## src/rtl/tecpfd_pkg.sv

```systemverilog
// Purpose: Shared constants and carriers for the timer/event counter
// Assumes: AXI4-Lite register access, 32-bit data
// Notes: Offsets are byte addresses of word registers
package tecpfd_pkg;
   localparam int ADDR_W = 8;
   // Printed offsets are not word aligned: kept as indexes
   localparam logic [ADDR_W-1:0] IDX_COUNT = 8'h0d;
   localparam logic [ADDR_W-1:0] IDX_CTRL = 8'h0e;
   localparam logic [ADDR_W-1:0] IDX_INTERRUPT_CONTROL = 8'h0f;
   localparam logic [ADDR_W-1:0] IDX_PORT = 8'h10;
   localparam logic [ADDR_W+1:0] ADDR_COUNT = {IDX_COUNT, 2'b00};
   localparam logic [ADDR_W+1:0] ADDR_CTRL = {IDX_CTRL, 2'b00};
   localparam logic [ADDR_W+1:0] ADDR_INTERRUPT_CONTROL = {IDX_INTERRUPT_CONTROL, 2'b00};
   localparam logic [ADDR_W+1:0] ADDR_PORT = {IDX_PORT, 2'b00};
   // Control fields
   localparam int CTRL_MODE_HI = 7;
   localparam int CTRL_MODE_LO = 6;
   localparam int CTRL_RUN = 4;
   localparam int CTRL_EDGE = 3;
   localparam logic [7:0] CTRL_RESET = 8'h08;
   localparam logic [7:0] CTRL_WMASK = 8'hdf;
   // Interrupt control fields
   localparam int INTERRUPT_CONTROL_ENABLE = 0;
   localparam int INTERRUPT_CONTROL_FLAG = 5;
   // Port control fields
   localparam int PORT_LATCH = 0;
   localparam int PORT_DIR_IN = 1;
   localparam int PORT_PFD_SEL = 2;
   localparam logic [2:0] PORT_RESET = 3'h3;
   localparam logic [1:0] RESP_OKAY = 2'h0;
   localparam logic [1:0] RESP_SLVERR = 2'h2;
   localparam int CNT_W = 8;
   localparam int PSC_W = 7;
   typedef enum logic [1:0] {
      TECPFD_MODE_OFF = 2'h0,
      TECPFD_MODE_EVENT = 2'h1,
      TECPFD_MODE_TIMER = 2'h2,
      TECPFD_MODE_PULSE = 2'h3
   } tecpfd_mode_e;
   typedef struct packed {
      logic [ADDR_W+1:0] addr;
      logic [31:0] data;
      logic [3:0] strb;
   } tecpfd_wreq_s;
   typedef struct packed {
      logic [31:0] data;
      logic [1:0] resp;
   } tecpfd_rrsp_s;
endpackage

```

## src/rtl/tecpfd_top.sv

```systemverilog
// Purpose: 8-bit timer/event counter with prescaler and divider output
// Assumes: Counter input may be asynchronous to mclk; synchronised here
// Notes: AXI4-Lite slave, one access of each kind at a time
//
// Implementation choice: the AXI4-Lite slave port.
`timescale 1ns/100ps
`default_nettype none
// Overview of operation
// [RQ1] Eight-bit up-counter clocked by input pin or prescaled system clock.
// [RQ2] Count location write goes to reload register; read returns live count.
// [RQ3] Mode bits 7:6 select event, timer, pulse-width or unused.
// [RQ4] Event/timer count to ff, overflow reloads and sets flag same cycle.
// [RQ5] Pulse mode counts from start edge until level returns, then clears run.
// [RQ6] Measured count held after completion until software sets run again.
// [RQ7] Pulse measurement starts on an input edge, not a level.
// [RQ8] Pulse-mode overflow reloads and raises the flag like other modes.
// [RQ9] Count only while run is set; event/timer never clear run.
// [RQ10] Overflow is offered as a wake-up event.
// [RQ11] Interrupt enable at zero blocks interrupt service in all modes.
// [RQ12] Reload write while stopped also loads counter; running only reload.
// [RQ13] Count clock blocked during a counter read.
// [RQ14] Prescale field divides system clock by two to its value.
// [RQ15] Event mode edge select: one falling, zero rising.
// [RQ16] Pulse mode edge select: one high pulse, zero low pulse.
// [RQ17] Control bit 5 reads zero.
// [RQ18] Divider output toggles on each overflow.
// [RQ19] Pin shows divider gated by latch in output mode, else port value.
// [RQ20] Mode 00 never counts, overflows or toggles.
// [RQ21] Counter input synchronised and edge-detected from successive samples.
module tecpfd_top
   import tecpfd_pkg::*;
(
   input wire logic mclk,
   input wire logic arst_n,
   input wire logic [tecpfd_pkg::ADDR_W+1:0] s_axi_awaddr,
   input wire logic s_axi_awvalid,
   output logic s_axi_awready,
   input wire logic [31:0] s_axi_wdata,
   input wire logic [3:0] s_axi_wstrb,
   input wire logic s_axi_wvalid,
   output logic s_axi_wready,
   output logic [1:0] s_axi_bresp,
   output logic s_axi_bvalid,
   input wire logic s_axi_bready,
   input wire logic [tecpfd_pkg::ADDR_W+1:0] s_axi_araddr,
   input wire logic s_axi_arvalid,
   output logic s_axi_arready,
   output logic [31:0] s_axi_rdata,
   output logic [1:0] s_axi_rresp,
   output logic s_axi_rvalid,
   input wire logic s_axi_rready,
   input wire logic count_in,
   output logic timer_irq,
   output logic wake_up,
   output logic div_pin_o,
   output logic div_pin_oe_n
);
   import tecpfd_pkg::*;

   if (CNT_W != 8 || PSC_W != 7) begin : g_bad_width
      $error("Unsupported counter or prescaler width");
   end

   // ---------------------------------------------------------------
   // Functions
   // ---------------------------------------------------------------
   function automatic logic edge_hit(input logic cur, input logic prev, input logic rise);
      edge_hit = rise ? (cur & ~prev) : (~cur & prev);
   endfunction

   // ---------------------------------------------------------------
   // Register bus
   // ---------------------------------------------------------------
   tecpfd_wreq_s wreq_q;
   logic aw_have_q;
   logic w_have_q;
   logic [7:0] ctrl_q;
   logic [7:0] reload_q;
   logic [7:0] count_q;
   logic flag_q;
   logic irq_en_q;
   logic [2:0] port_q;
   logic run_clr;
   logic ovf;
   logic rd_block;
   logic wr_fire;
   logic wr_count;
   logic wr_ctrl;
   logic wr_interrupt_control;
   logic wr_port;
   tecpfd_rrsp_s rrsp;

   assign wr_fire = aw_have_q && w_have_q && !s_axi_bvalid;
   assign wr_count = wr_fire && wreq_q.addr == ADDR_COUNT && wreq_q.strb[0];
   assign wr_ctrl = wr_fire && wreq_q.addr == ADDR_CTRL && wreq_q.strb[0];
   assign wr_interrupt_control = wr_fire && wreq_q.addr == ADDR_INTERRUPT_CONTROL && wreq_q.strb[0];
   assign wr_port = wr_fire && wreq_q.addr == ADDR_PORT && wreq_q.strb[0];
   // Read address handshake blocks counting for that cycle
   assign rd_block = s_axi_arvalid && s_axi_arready; // RQ13

   always_ff @(posedge mclk or negedge arst_n) begin
      if (!arst_n) begin
         aw_have_q <= 1'b0;
         w_have_q <= 1'b0;
         wreq_q <= '0;
         s_axi_awready <= 1'b1;
         s_axi_wready <= 1'b1;
         s_axi_bvalid <= 1'b0;
         s_axi_bresp <= RESP_OKAY;
      end else begin
         if (s_axi_awvalid && s_axi_awready) begin
            aw_have_q <= 1'b1;
            s_axi_awready <= 1'b0;
            wreq_q.addr <= s_axi_awaddr;
         end
         if (s_axi_wvalid && s_axi_wready) begin
            w_have_q <= 1'b1;
            s_axi_wready <= 1'b0;
            wreq_q.data <= s_axi_wdata;
            wreq_q.strb <= s_axi_wstrb;
         end
         if (wr_fire) begin
            s_axi_bvalid <= 1'b1;
            s_axi_bresp <= (wreq_q.addr == ADDR_COUNT || wreq_q.addr == ADDR_CTRL ||
                            wreq_q.addr == ADDR_INTERRUPT_CONTROL || wreq_q.addr == ADDR_PORT) ?
                           RESP_OKAY : RESP_SLVERR;
         end
         if (s_axi_bvalid && s_axi_bready) begin
            s_axi_bvalid <= 1'b0;
            aw_have_q <= 1'b0;
            w_have_q <= 1'b0;
            s_axi_awready <= 1'b1;
            s_axi_wready <= 1'b1;
         end
      end
   end

   always_comb begin
      rrsp.resp = RESP_OKAY;
      rrsp.data = '0;
      case (s_axi_araddr)
         ADDR_COUNT: rrsp.data[7:0] = count_q; // RQ2
         ADDR_CTRL: rrsp.data[7:0] = ctrl_q & CTRL_WMASK; // RQ17
         ADDR_INTERRUPT_CONTROL: begin
            rrsp.data[INTERRUPT_CONTROL_FLAG] = flag_q;
            rrsp.data[INTERRUPT_CONTROL_ENABLE] = irq_en_q;
         end
         ADDR_PORT: rrsp.data[2:0] = port_q;
         default: rrsp.resp = RESP_SLVERR;
      endcase
   end

   always_ff @(posedge mclk or negedge arst_n) begin
      if (!arst_n) begin
         s_axi_arready <= 1'b1;
         s_axi_rvalid <= 1'b0;
         s_axi_rdata <= '0;
         s_axi_rresp <= RESP_OKAY;
      end else begin
         if (rd_block) begin
            s_axi_arready <= 1'b0;
            s_axi_rvalid <= 1'b1;
            s_axi_rdata <= rrsp.data;
            s_axi_rresp <= rrsp.resp;
         end else if (s_axi_rvalid && s_axi_rready) begin
            s_axi_rvalid <= 1'b0;
            s_axi_arready <= 1'b1;
         end
      end
   end

   // ---------------------------------------------------------------
   // Control, reload and port registers
   // ---------------------------------------------------------------
   always_ff @(posedge mclk or negedge arst_n) begin
      if (!arst_n) begin
         ctrl_q <= CTRL_RESET;
      end else if (wr_ctrl) begin
         ctrl_q <= wreq_q.data[7:0] & CTRL_WMASK; // RQ17
      end else if (run_clr) begin
         ctrl_q[CTRL_RUN] <= 1'b0; // RQ5
      end
   end

   always_ff @(posedge mclk or negedge arst_n) begin
      if (!arst_n) begin
         reload_q <= '0;
      end else if (wr_count) begin
         reload_q <= wreq_q.data[7:0]; // RQ2
      end
   end

   always_ff @(posedge mclk or negedge arst_n) begin
      if (!arst_n) begin
         port_q <= PORT_RESET;
         irq_en_q <= 1'b0;
      end else begin
         if (wr_port) begin
            port_q <= wreq_q.data[2:0];
         end
         if (wr_interrupt_control) begin
            irq_en_q <= wreq_q.data[INTERRUPT_CONTROL_ENABLE];
         end
      end
   end

   // Overflow sets, software write of zero clears; set wins
   always_ff @(posedge mclk or negedge arst_n) begin
      if (!arst_n) begin
         flag_q <= 1'b0;
      end else if (ovf) begin
         flag_q <= 1'b1; // RQ4
      end else if (wr_interrupt_control && !wreq_q.data[INTERRUPT_CONTROL_FLAG]) begin
         flag_q <= 1'b0;
      end
   end

   // ---------------------------------------------------------------
   // Input sampling and prescaler
   // ---------------------------------------------------------------
   tecpfd_mode_e mode;
   logic run;
   logic edge_sel;
   logic in_s1_q;
   logic in_s2_q;
   logic in_s3_q;
   logic ev_edge;
   logic pw_start;
   logic pw_stop;
   logic [PSC_W-1:0] psc_q;
   logic psc_tick;
   logic [PSC_W-1:0] psc_mask;
   logic pw_active_q;
   logic inc;

   assign mode = tecpfd_mode_e'(ctrl_q[CTRL_MODE_HI:CTRL_MODE_LO]); // RQ3
   assign run = ctrl_q[CTRL_RUN];
   assign edge_sel = ctrl_q[CTRL_EDGE];

   always_ff @(posedge mclk or negedge arst_n) begin
      if (!arst_n) begin
         in_s1_q <= 1'b0;
         in_s2_q <= 1'b0;
         in_s3_q <= 1'b0;
      end else begin
         in_s1_q <= count_in; // RQ21
         in_s2_q <= in_s1_q;
         in_s3_q <= in_s2_q;
      end
   end

   assign ev_edge = edge_hit(in_s2_q, in_s3_q, !edge_sel); // RQ15
   assign pw_start = edge_hit(in_s2_q, in_s3_q, edge_sel); // RQ16
   assign pw_stop = edge_hit(in_s2_q, in_s3_q, !edge_sel); // RQ16

   always_ff @(posedge mclk or negedge arst_n) begin
      if (!arst_n) begin
         psc_q <= '0;
      end else begin
         psc_q <= psc_q + 7'h01; // RQ14
      end
   end
   assign psc_mask = PSC_W'((8'h01 << ctrl_q[2:0]) - 8'h01);
   assign psc_tick = (psc_q & psc_mask) == '0; // RQ14

   // ---------------------------------------------------------------
   // Counter
   // ---------------------------------------------------------------
   always_ff @(posedge mclk or negedge arst_n) begin
      if (!arst_n) begin
         pw_active_q <= 1'b0;
      end else if (mode != TECPFD_MODE_PULSE || !run) begin
         pw_active_q <= 1'b0;
      end else if (!pw_active_q && pw_start) begin
         pw_active_q <= 1'b1; // RQ7
      end else if (pw_active_q && pw_stop) begin
         pw_active_q <= 1'b0; // RQ5
      end
   end
   assign run_clr = pw_active_q && pw_stop && mode == TECPFD_MODE_PULSE && run; // RQ5

   always_comb begin
      case (mode)
         TECPFD_MODE_EVENT: inc = ev_edge;
         TECPFD_MODE_TIMER: inc = psc_tick;
         TECPFD_MODE_PULSE: inc = pw_active_q && !pw_stop && psc_tick; // RQ6
         default: inc = 1'b0; // RQ20
      endcase
      inc = inc && run && !rd_block; // RQ9 RQ13
   end
   assign ovf = inc && count_q == 8'hff; // RQ4 RQ8

   always_ff @(posedge mclk or negedge arst_n) begin
      if (!arst_n) begin
         count_q <= '0;
      end else if (wr_count && !run) begin
         count_q <= wreq_q.data[7:0]; // RQ12
      end else if (ovf) begin
         count_q <= reload_q; // RQ4
      end else if (inc) begin
         count_q <= count_q + 8'h01; // RQ1
      end
   end

   // ---------------------------------------------------------------
   // Outputs
   // ---------------------------------------------------------------
   logic pfd_q;
   always_ff @(posedge mclk or negedge arst_n) begin
      if (!arst_n) begin
         pfd_q <= 1'b0;
         timer_irq <= 1'b0;
         wake_up <= 1'b0;
         div_pin_o <= 1'b0;
         div_pin_oe_n <= 1'b1;
      end else begin
         if (ovf) begin
            pfd_q <= ~pfd_q; // RQ18
         end
         timer_irq <= (flag_q || ovf) && irq_en_q; // RQ11
         wake_up <= ovf; // RQ10
         div_pin_oe_n <= port_q[PORT_DIR_IN]; // RQ19
         div_pin_o <= port_q[PORT_PFD_SEL] ? (port_q[PORT_LATCH] & (ovf ? ~pfd_q : pfd_q))
                                           : port_q[PORT_LATCH]; // RQ19
      end
   end
endmodule // tecpfd_top
`default_nettype wire

```

## config.mk

```make
export PLATFORM = sky130hd
export DESIGN_NAME = tecpfd_top
export DESIGN_NICKNAME = d
export VERILOG_FILES = /design/src/rtl/tecpfd_pkg.sv /design/src/rtl/tecpfd_top.sv
export SDC_FILE = /design/constraint.sdc
export NUM_CORES = 1
export LEC_CHECK = 0
export BUFFER_PORTS_ARGS = -buffer_cell sky130_fd_sc_hd__clkbuf_2
export CAP_MARGIN = 10
export CORE_MARGIN = 4
export CORE_UTILIZATION = 50
export CTS_CLUSTER_SIZE = 25
export DETAILED_ROUTE_END_ITERATION = 16
export PLACE_DENSITY = 0.79
export SLEW_MARGIN = 10
export SYNTH_ARGS = -nofsm -noshare
export SYNTH_HDL_FRONTEND = slang
export SYNTH_SLANG_ARGS = --single-unit
```

## constraint.sdc

```tcl
create_clock -name mclk -period 3.75 [get_ports mclk]
set_clock_uncertainty 0.1 [all_clocks]
set_input_delay 0.1875 -clock mclk [delete_from_list [all_inputs] [get_ports mclk]]
set_output_delay 0.1875 -clock mclk [all_outputs]
set_load 0.02 [all_outputs]
```

After elaboration in Yosys (flattened, before gate mapping)
Index checks and enable logic that the tools add are counted.
- input port bits: 64
- memory bits (writable): 0
- output and inout bits: 45
- register bits: 82
- memories: 0
- memory bits (read-only): 0
- bits in latches: 0
- logic and storage cells: 138
- multipliers: 0
- reduce and logical (&&, ||, !) cells: 48
- muxes and demuxes: 36
- divide/modulo/power cells: 0
- shift-type cells: 1
- eq/ne operators: 13
- $lt $le $gt $ge: 0
- $add $sub $neg: 3
- bitwise operators: 7
- operator list (cell ; count):
    $eq A10 B6 Y1 const B ; 6
    $logic_and A1 B1 Y1 ; 27
    $mux W1 ; 25
    $mux W8 ; 3
    $eq A10 B7 Y1 const B ; 2
    $reduce_bool A2 Y1 ; 6
    $add A8 B1 Y8 const B ; 1
    $eq A8 B8 Y1 const B ; 1
    $pmux W2 S2 ; 2
    $add A7 B1 Y7 const B ; 1
    $and A7 B7 Y7 ; 1
    $logic_not A7 Y1 ; 1
    $shl A1 B3 Y7 const A ; 1
    $sub A7 B1 Y7 const B ; 1
    $logic_not A1 Y1 ; 6
    $pmux W2 S3 ; 1
    $reduce_bool A3 Y1 ; 2
    $logic_or A1 B1 Y1 ; 5
    $eq A2 B2 Y1 const B ; 2
    $mux W2 ; 2
    $pmux W1 S4 ; 1
    $reduce_or A4 Y1 ; 1
    $and A1 B1 Y1 ; 3
    $not A1 Y1 ; 3
    4 further kinds ; 4

Logic depth before layout (Yosys ltp)
- word-level depth: 13
- mapped depth: 6
- depth with buffers taken out: 5

Worst setup path before layout
No wires, ideal clock.
- kind: register to register
- start: register s_axi_bvalid
- end: register count_q[1]
- data arrival time: 1.845 ns
- library setup time: 0.124 ns
- data required time: 3.526 ns
- clock period less this slack: 2.069 ns
- buffers on the path: 1
- cell stages (with the launch flop): 7
- slack: 1.681 ns
- cell sequence: dfrtp_1 > and3b_1 > nand4b_2 > or3_1 > buf_6 > and3_4 > a211o_1
- longest elaborated chain between the ends: 6
- elaborated cells between the ends (all ways): 7
- classes of those cells: mux (1); reduce/logical (6)
- RTL lines (element ; line ; RTL):
    start: declaration ; tecpfd_top.sv:43 ; output logic s_axi_bvalid,
    start signal: assignment ; tecpfd_top.sv:108 ; s_axi_bvalid <= 1'b0;
    start signal: assignment ; tecpfd_top.sv:123 ; s_axi_bvalid <= 1'b1;
    start signal: assignment ; tecpfd_top.sv:129 ; s_axi_bvalid <= 1'b0;
    $logic_not A1 Y1 (*) ; tecpfd_top.sv:93 ; assign wr_fire = aw_have_q && w_have_q && !s_axi_bvalid;
    $logic_and A1 B1 Y1 (*) ; tecpfd_top.sv:93 ;
    $logic_and A1 B1 Y1 (*) (2 in series) ; tecpfd_top.sv:94 ; assign wr_count = wr_fire && wreq_q.addr == ADDR_COUNT && wreq_q.strb[0];
    $logic_and A1 B1 Y1 (*) ; tecpfd_top.sv:296 ; end else if (wr_count && !run) begin
    $reduce_bool A3 Y1 (no source line) / $mux W8 (equally long branches) ; - ;
    end signal: assignment ; tecpfd_top.sv:297 ; count_q <= wreq_q.data[7:0];
    end signal: assignment ; tecpfd_top.sv:299 ; count_q <= reload_q;
    end signal: assignment ; tecpfd_top.sv:301 ; count_q <= count_q + 8'h01;
    end: declaration ; tecpfd_top.sv:79 ; logic [7:0] count_q;
Mark *: on every way between the ends. The rest lies on a longest branch, timed or not.
A chain may end at the register's enable or synchronous reset.

Worst setup path after layout
- start: input port s_axi_arvalid
- end: register count_q[7]
- longest elaborated chain between the ends: 6
- elaborated cells between the ends (all ways): 7
- classes of those cells: mux (2); reduce/logical (5)
- RTL lines (element ; line ; RTL):
    start: declaration ; tecpfd_top.sv:46 ; input wire logic s_axi_arvalid,
    $logic_and A1 B1 Y1 (*) ; tecpfd_top.sv:99 ; assign rd_block = s_axi_arvalid && s_axi_arready;
    $logic_not A1 Y1 (*) ; tecpfd_top.sv:289 ; inc = inc && run && !rd_block;
    $logic_and A1 B1 Y1 (*) ; tecpfd_top.sv:289 ;
    $logic_and A1 B1 Y1 ; tecpfd_top.sv:291 ; assign ovf = inc && count_q == 8'hff;
    $mux W8 ; tecpfd_top.sv:298 ; end else if (ovf) begin
    $mux W8 ; tecpfd_top.sv:296 ;
Marked as above.

==> impl_metrics.ini <==
[logic_synthesis]
synthMostInstantiatedCell = dfrtp_1
synth_top_area_share_pct = 48.01
synth_edf_count = 0
mappedNetlistArea_um2 = 3805
synthTopCellsByArea = dfrtp_1 (48%), mux2_2 (12%), buf_4 (5.1%)
synth_cells = 330
yosysWarnings = 0
synthArstFlopShare_pct = 100.0
synth.distinct_cells = 59
syn_avg_cell_area_um2 = 11.53
synthFlopType = dfrtp_1
yosys.area.top_type = dfrtp_1
yosysSeqAreaShare_pct = 52.84
ys_ff_latch = 80
synthTopCellsByCount = dfrtp_1 (73), mux2_2 (39), nand2_1 (29)

[drt]
antenna_left = 0
vias = 2774
detail_route.wl_per_cell_um = 14.63
drt-total-wl_um = 7592
wl_met3_um = 503
wl_met1_um = 3294
top_layer = met4
dr.first_iter.drc_count = 176
firstDrtPassIters = 6
viasPerCell = 5.345
drc = 0
met2_wirelength_um = 3735

[placed_design]
place_hpwl_um = 5225
gp_congestion = 0.8671
dpl_cell_area_um2 = 4078
pre_cts_ws_ps = 1492
io_buffer_count = 55
numPlacedInstances = 477

[layout]
final_cells = 519
final_util_pct = 62.31
drive_gt1_share_pct = 29.29
num_antenna_cells = 0
area_delta_synth_final_pct = 20.06
layout.nets = 482
post-route-cell-area_um2 = 4568

[timing]
drv_slew = 0
tightest_slew_ps = 974.0
fmax_mhz = 430.5
rsz0062_at_grt = no
fin_ws_ps = 1427
relSlewSlack_pct = 35.06
whs_ps = 181.6
setup_viol = 0
hold_viol = 0
tns_ps = 0
period_minus_slack_ps = 2323
finalCritPeriodShare_pct = 61.95

[clock_tree]
cts_tree = built
cts_sinks = 80
cts_made_buffers = 9
cts.reportedPaths.clkPinSlew_ps = 80
cts_max_level = 3
worstSkewPairLatency_ps = 350
cts_root_buf = clkbuf_8
cts.repair.resized = 0
cts_setup_buffers = 0
clk_path_buf_depth = 2

[pwr]
total_power_mw = 2.267
p_per_area_nw_per_um2 = 496.3
vdd_ir_drop_max_mv = 0.3678
p_leak_nw = 2.129

[floorplan]
core-area_um2 = 7331
num_rows = 31
dieArea_um2 = 9070
ioPinCount = 109
fp.dieW_um = 95.24
start_util_pct = 51.90
die_h_um = 95.24

[critical_path]
required_ps = 3930
cpPeakStageDelay_ps = 540
cp.arrival_ps = 2510
crit_chain = dlygate4sd3_1 -> clkbuf_2 -> nand2_1 -> o2111a_1 -> a41oi_1 -> buf_4 -> or4_1 -> nand3_1
slowest_stage = dlygate4sd3_1
worstReg2RegStart = s_axi_bvalid$_DFFE_PN0P_
rr_worst_depth = 5
r2r-end = count_q[7]$_DFFE_PN0P_
reg2reg_slack_ps = 1480
crit_fanout = 21
path_class = in -> reg
crit_path_start_kind = input port
setup.worst_path.end_class = register

[hold_path]
holdPathEnd = s_axi_rdata[5]$_DFFE_PN0P_
hold_path_class = in -> reg
hold_path_startpoint = s_axi_araddr[2]
min_path_cells = 3

[global_routing]
grt_overflow = 0
grt_pass1_vias = 2699
grt_pass1_wl_um = 12830
grt_max_degree = 81
grt_usage_pct = 18.53
antenna_found_initial = 0

[outcome]
status = completed

[flow_run]
drv_cap = 0
-- what timing repair did --
item / in CTS / in global routing
endpoints found under the setup margin: 0 / 0
hold endpoints to repair: 99 / 0
hold buffers: 27 / 0
-- worst max-delay path: cells and delay by family --
family,cells,cell delay [ps]
and+or+nand+nor,3,1040
buffers and inverters,3,880
AOI/OAI and AO/OA,2,390
-- where the power goes --
part,internal [mW],switching (mW),total (mW),leakage (nW)
combinational,0.199,0.184,0.383,1.02
sequential,1.02,0.163,1.19,0.992
clock,0.407,0.292,0.699,0.112
-- placed cells by master (no fill, tap or decap), drive strengths merged, types with 3 or more instances in the layout --
cell type | Yosys | routed
conb | 1 | 26
o21ai | 17 | 17
and3 | 4 | 4
nand4 | 3 | 3
clkbuf | 5 | 66
dfrtp | 73 | 73
nor2 | 9 | 9
a211o | 5 | 5
xnor2 | 5 | 5
dfstp | 7 | 7
xor2 | 4 | 4
nor4 | 4 | 4
mux2 | 39 | 39
nand3 | 19 | 19
inv | 9 | 9
a222oi | 3 | 3
nor3 | 7 | 7
and3b | 3 | 3
a22oi | 4 | 4
nand2 | 29 | 29
nor2b | 3 | 3
a21oi | 10 | 10
dlygate4sd3 | 0 | 27
-- metal layers --
| layer | GRT usage, % | up-vias |
|---|---|---|
| met2 | 31.43 | 95 |
| met4 | 6.490 | 0 |
| met1 | 23.44 | 1356 |
| li1 | - | 1318 |
| met3 | 3.867 | 5 |
| met5 | 0 | - |
-- worst max-delay path by stage --
stage | startpoint | endpoint | depth (start not counted)
floorplan | s_axi_bvalid$_DFFE_PN0P_ | count_q[1]$_DFFE_PN0P_ | 6
global placement | s_axi_bvalid$_DFFE_PN0P_ | count_q[7]$_DFFE_PN0P_ | 5
detailed placement | s_axi_bvalid$_DFFE_PN0P_ | ctrl_q[7]$_DFFE_PN0P_ | 4
CTS | s_axi_arvalid | count_q[7]$_DFFE_PN0P_ | 8
global route | s_axi_arvalid | count_q[7]$_DFFE_PN0P_ | 8
finish | s_axi_arvalid | count_q[7]$_DFFE_PN0P_ | 8
-- layout make-up --
class	count	area (um2)
Clock buffer	12	155.1
Clock inverter	3	65.06
Fill cell	585	2763
Inverter	9	33.78
Multi-Input combinational cell	233	1624
Sequential cell	80	2011
Tap cell	99	123.9
Timing Repair Buffer	83	555.5
-- flip-flops by register name, indices dropped and copies added (netlist names), 3 cells and up --
signal,cells
psc_q,7
s_axi_rdata,8
wreq_q,19
reload_q,8
ctrl_q,7
port_q,3
count_q,8
-- cell families after synthesis --
logic type	share of synthesized area [%]
compound gates	10.36
xor+xnor	2.072
fa+ha+maj	1.184
buf+inv	6.938
flops	52.84
mux	11.81
other cells	0.09856
simple gates	14.70
No activity file was read; power rests on OpenSTA's default activity.
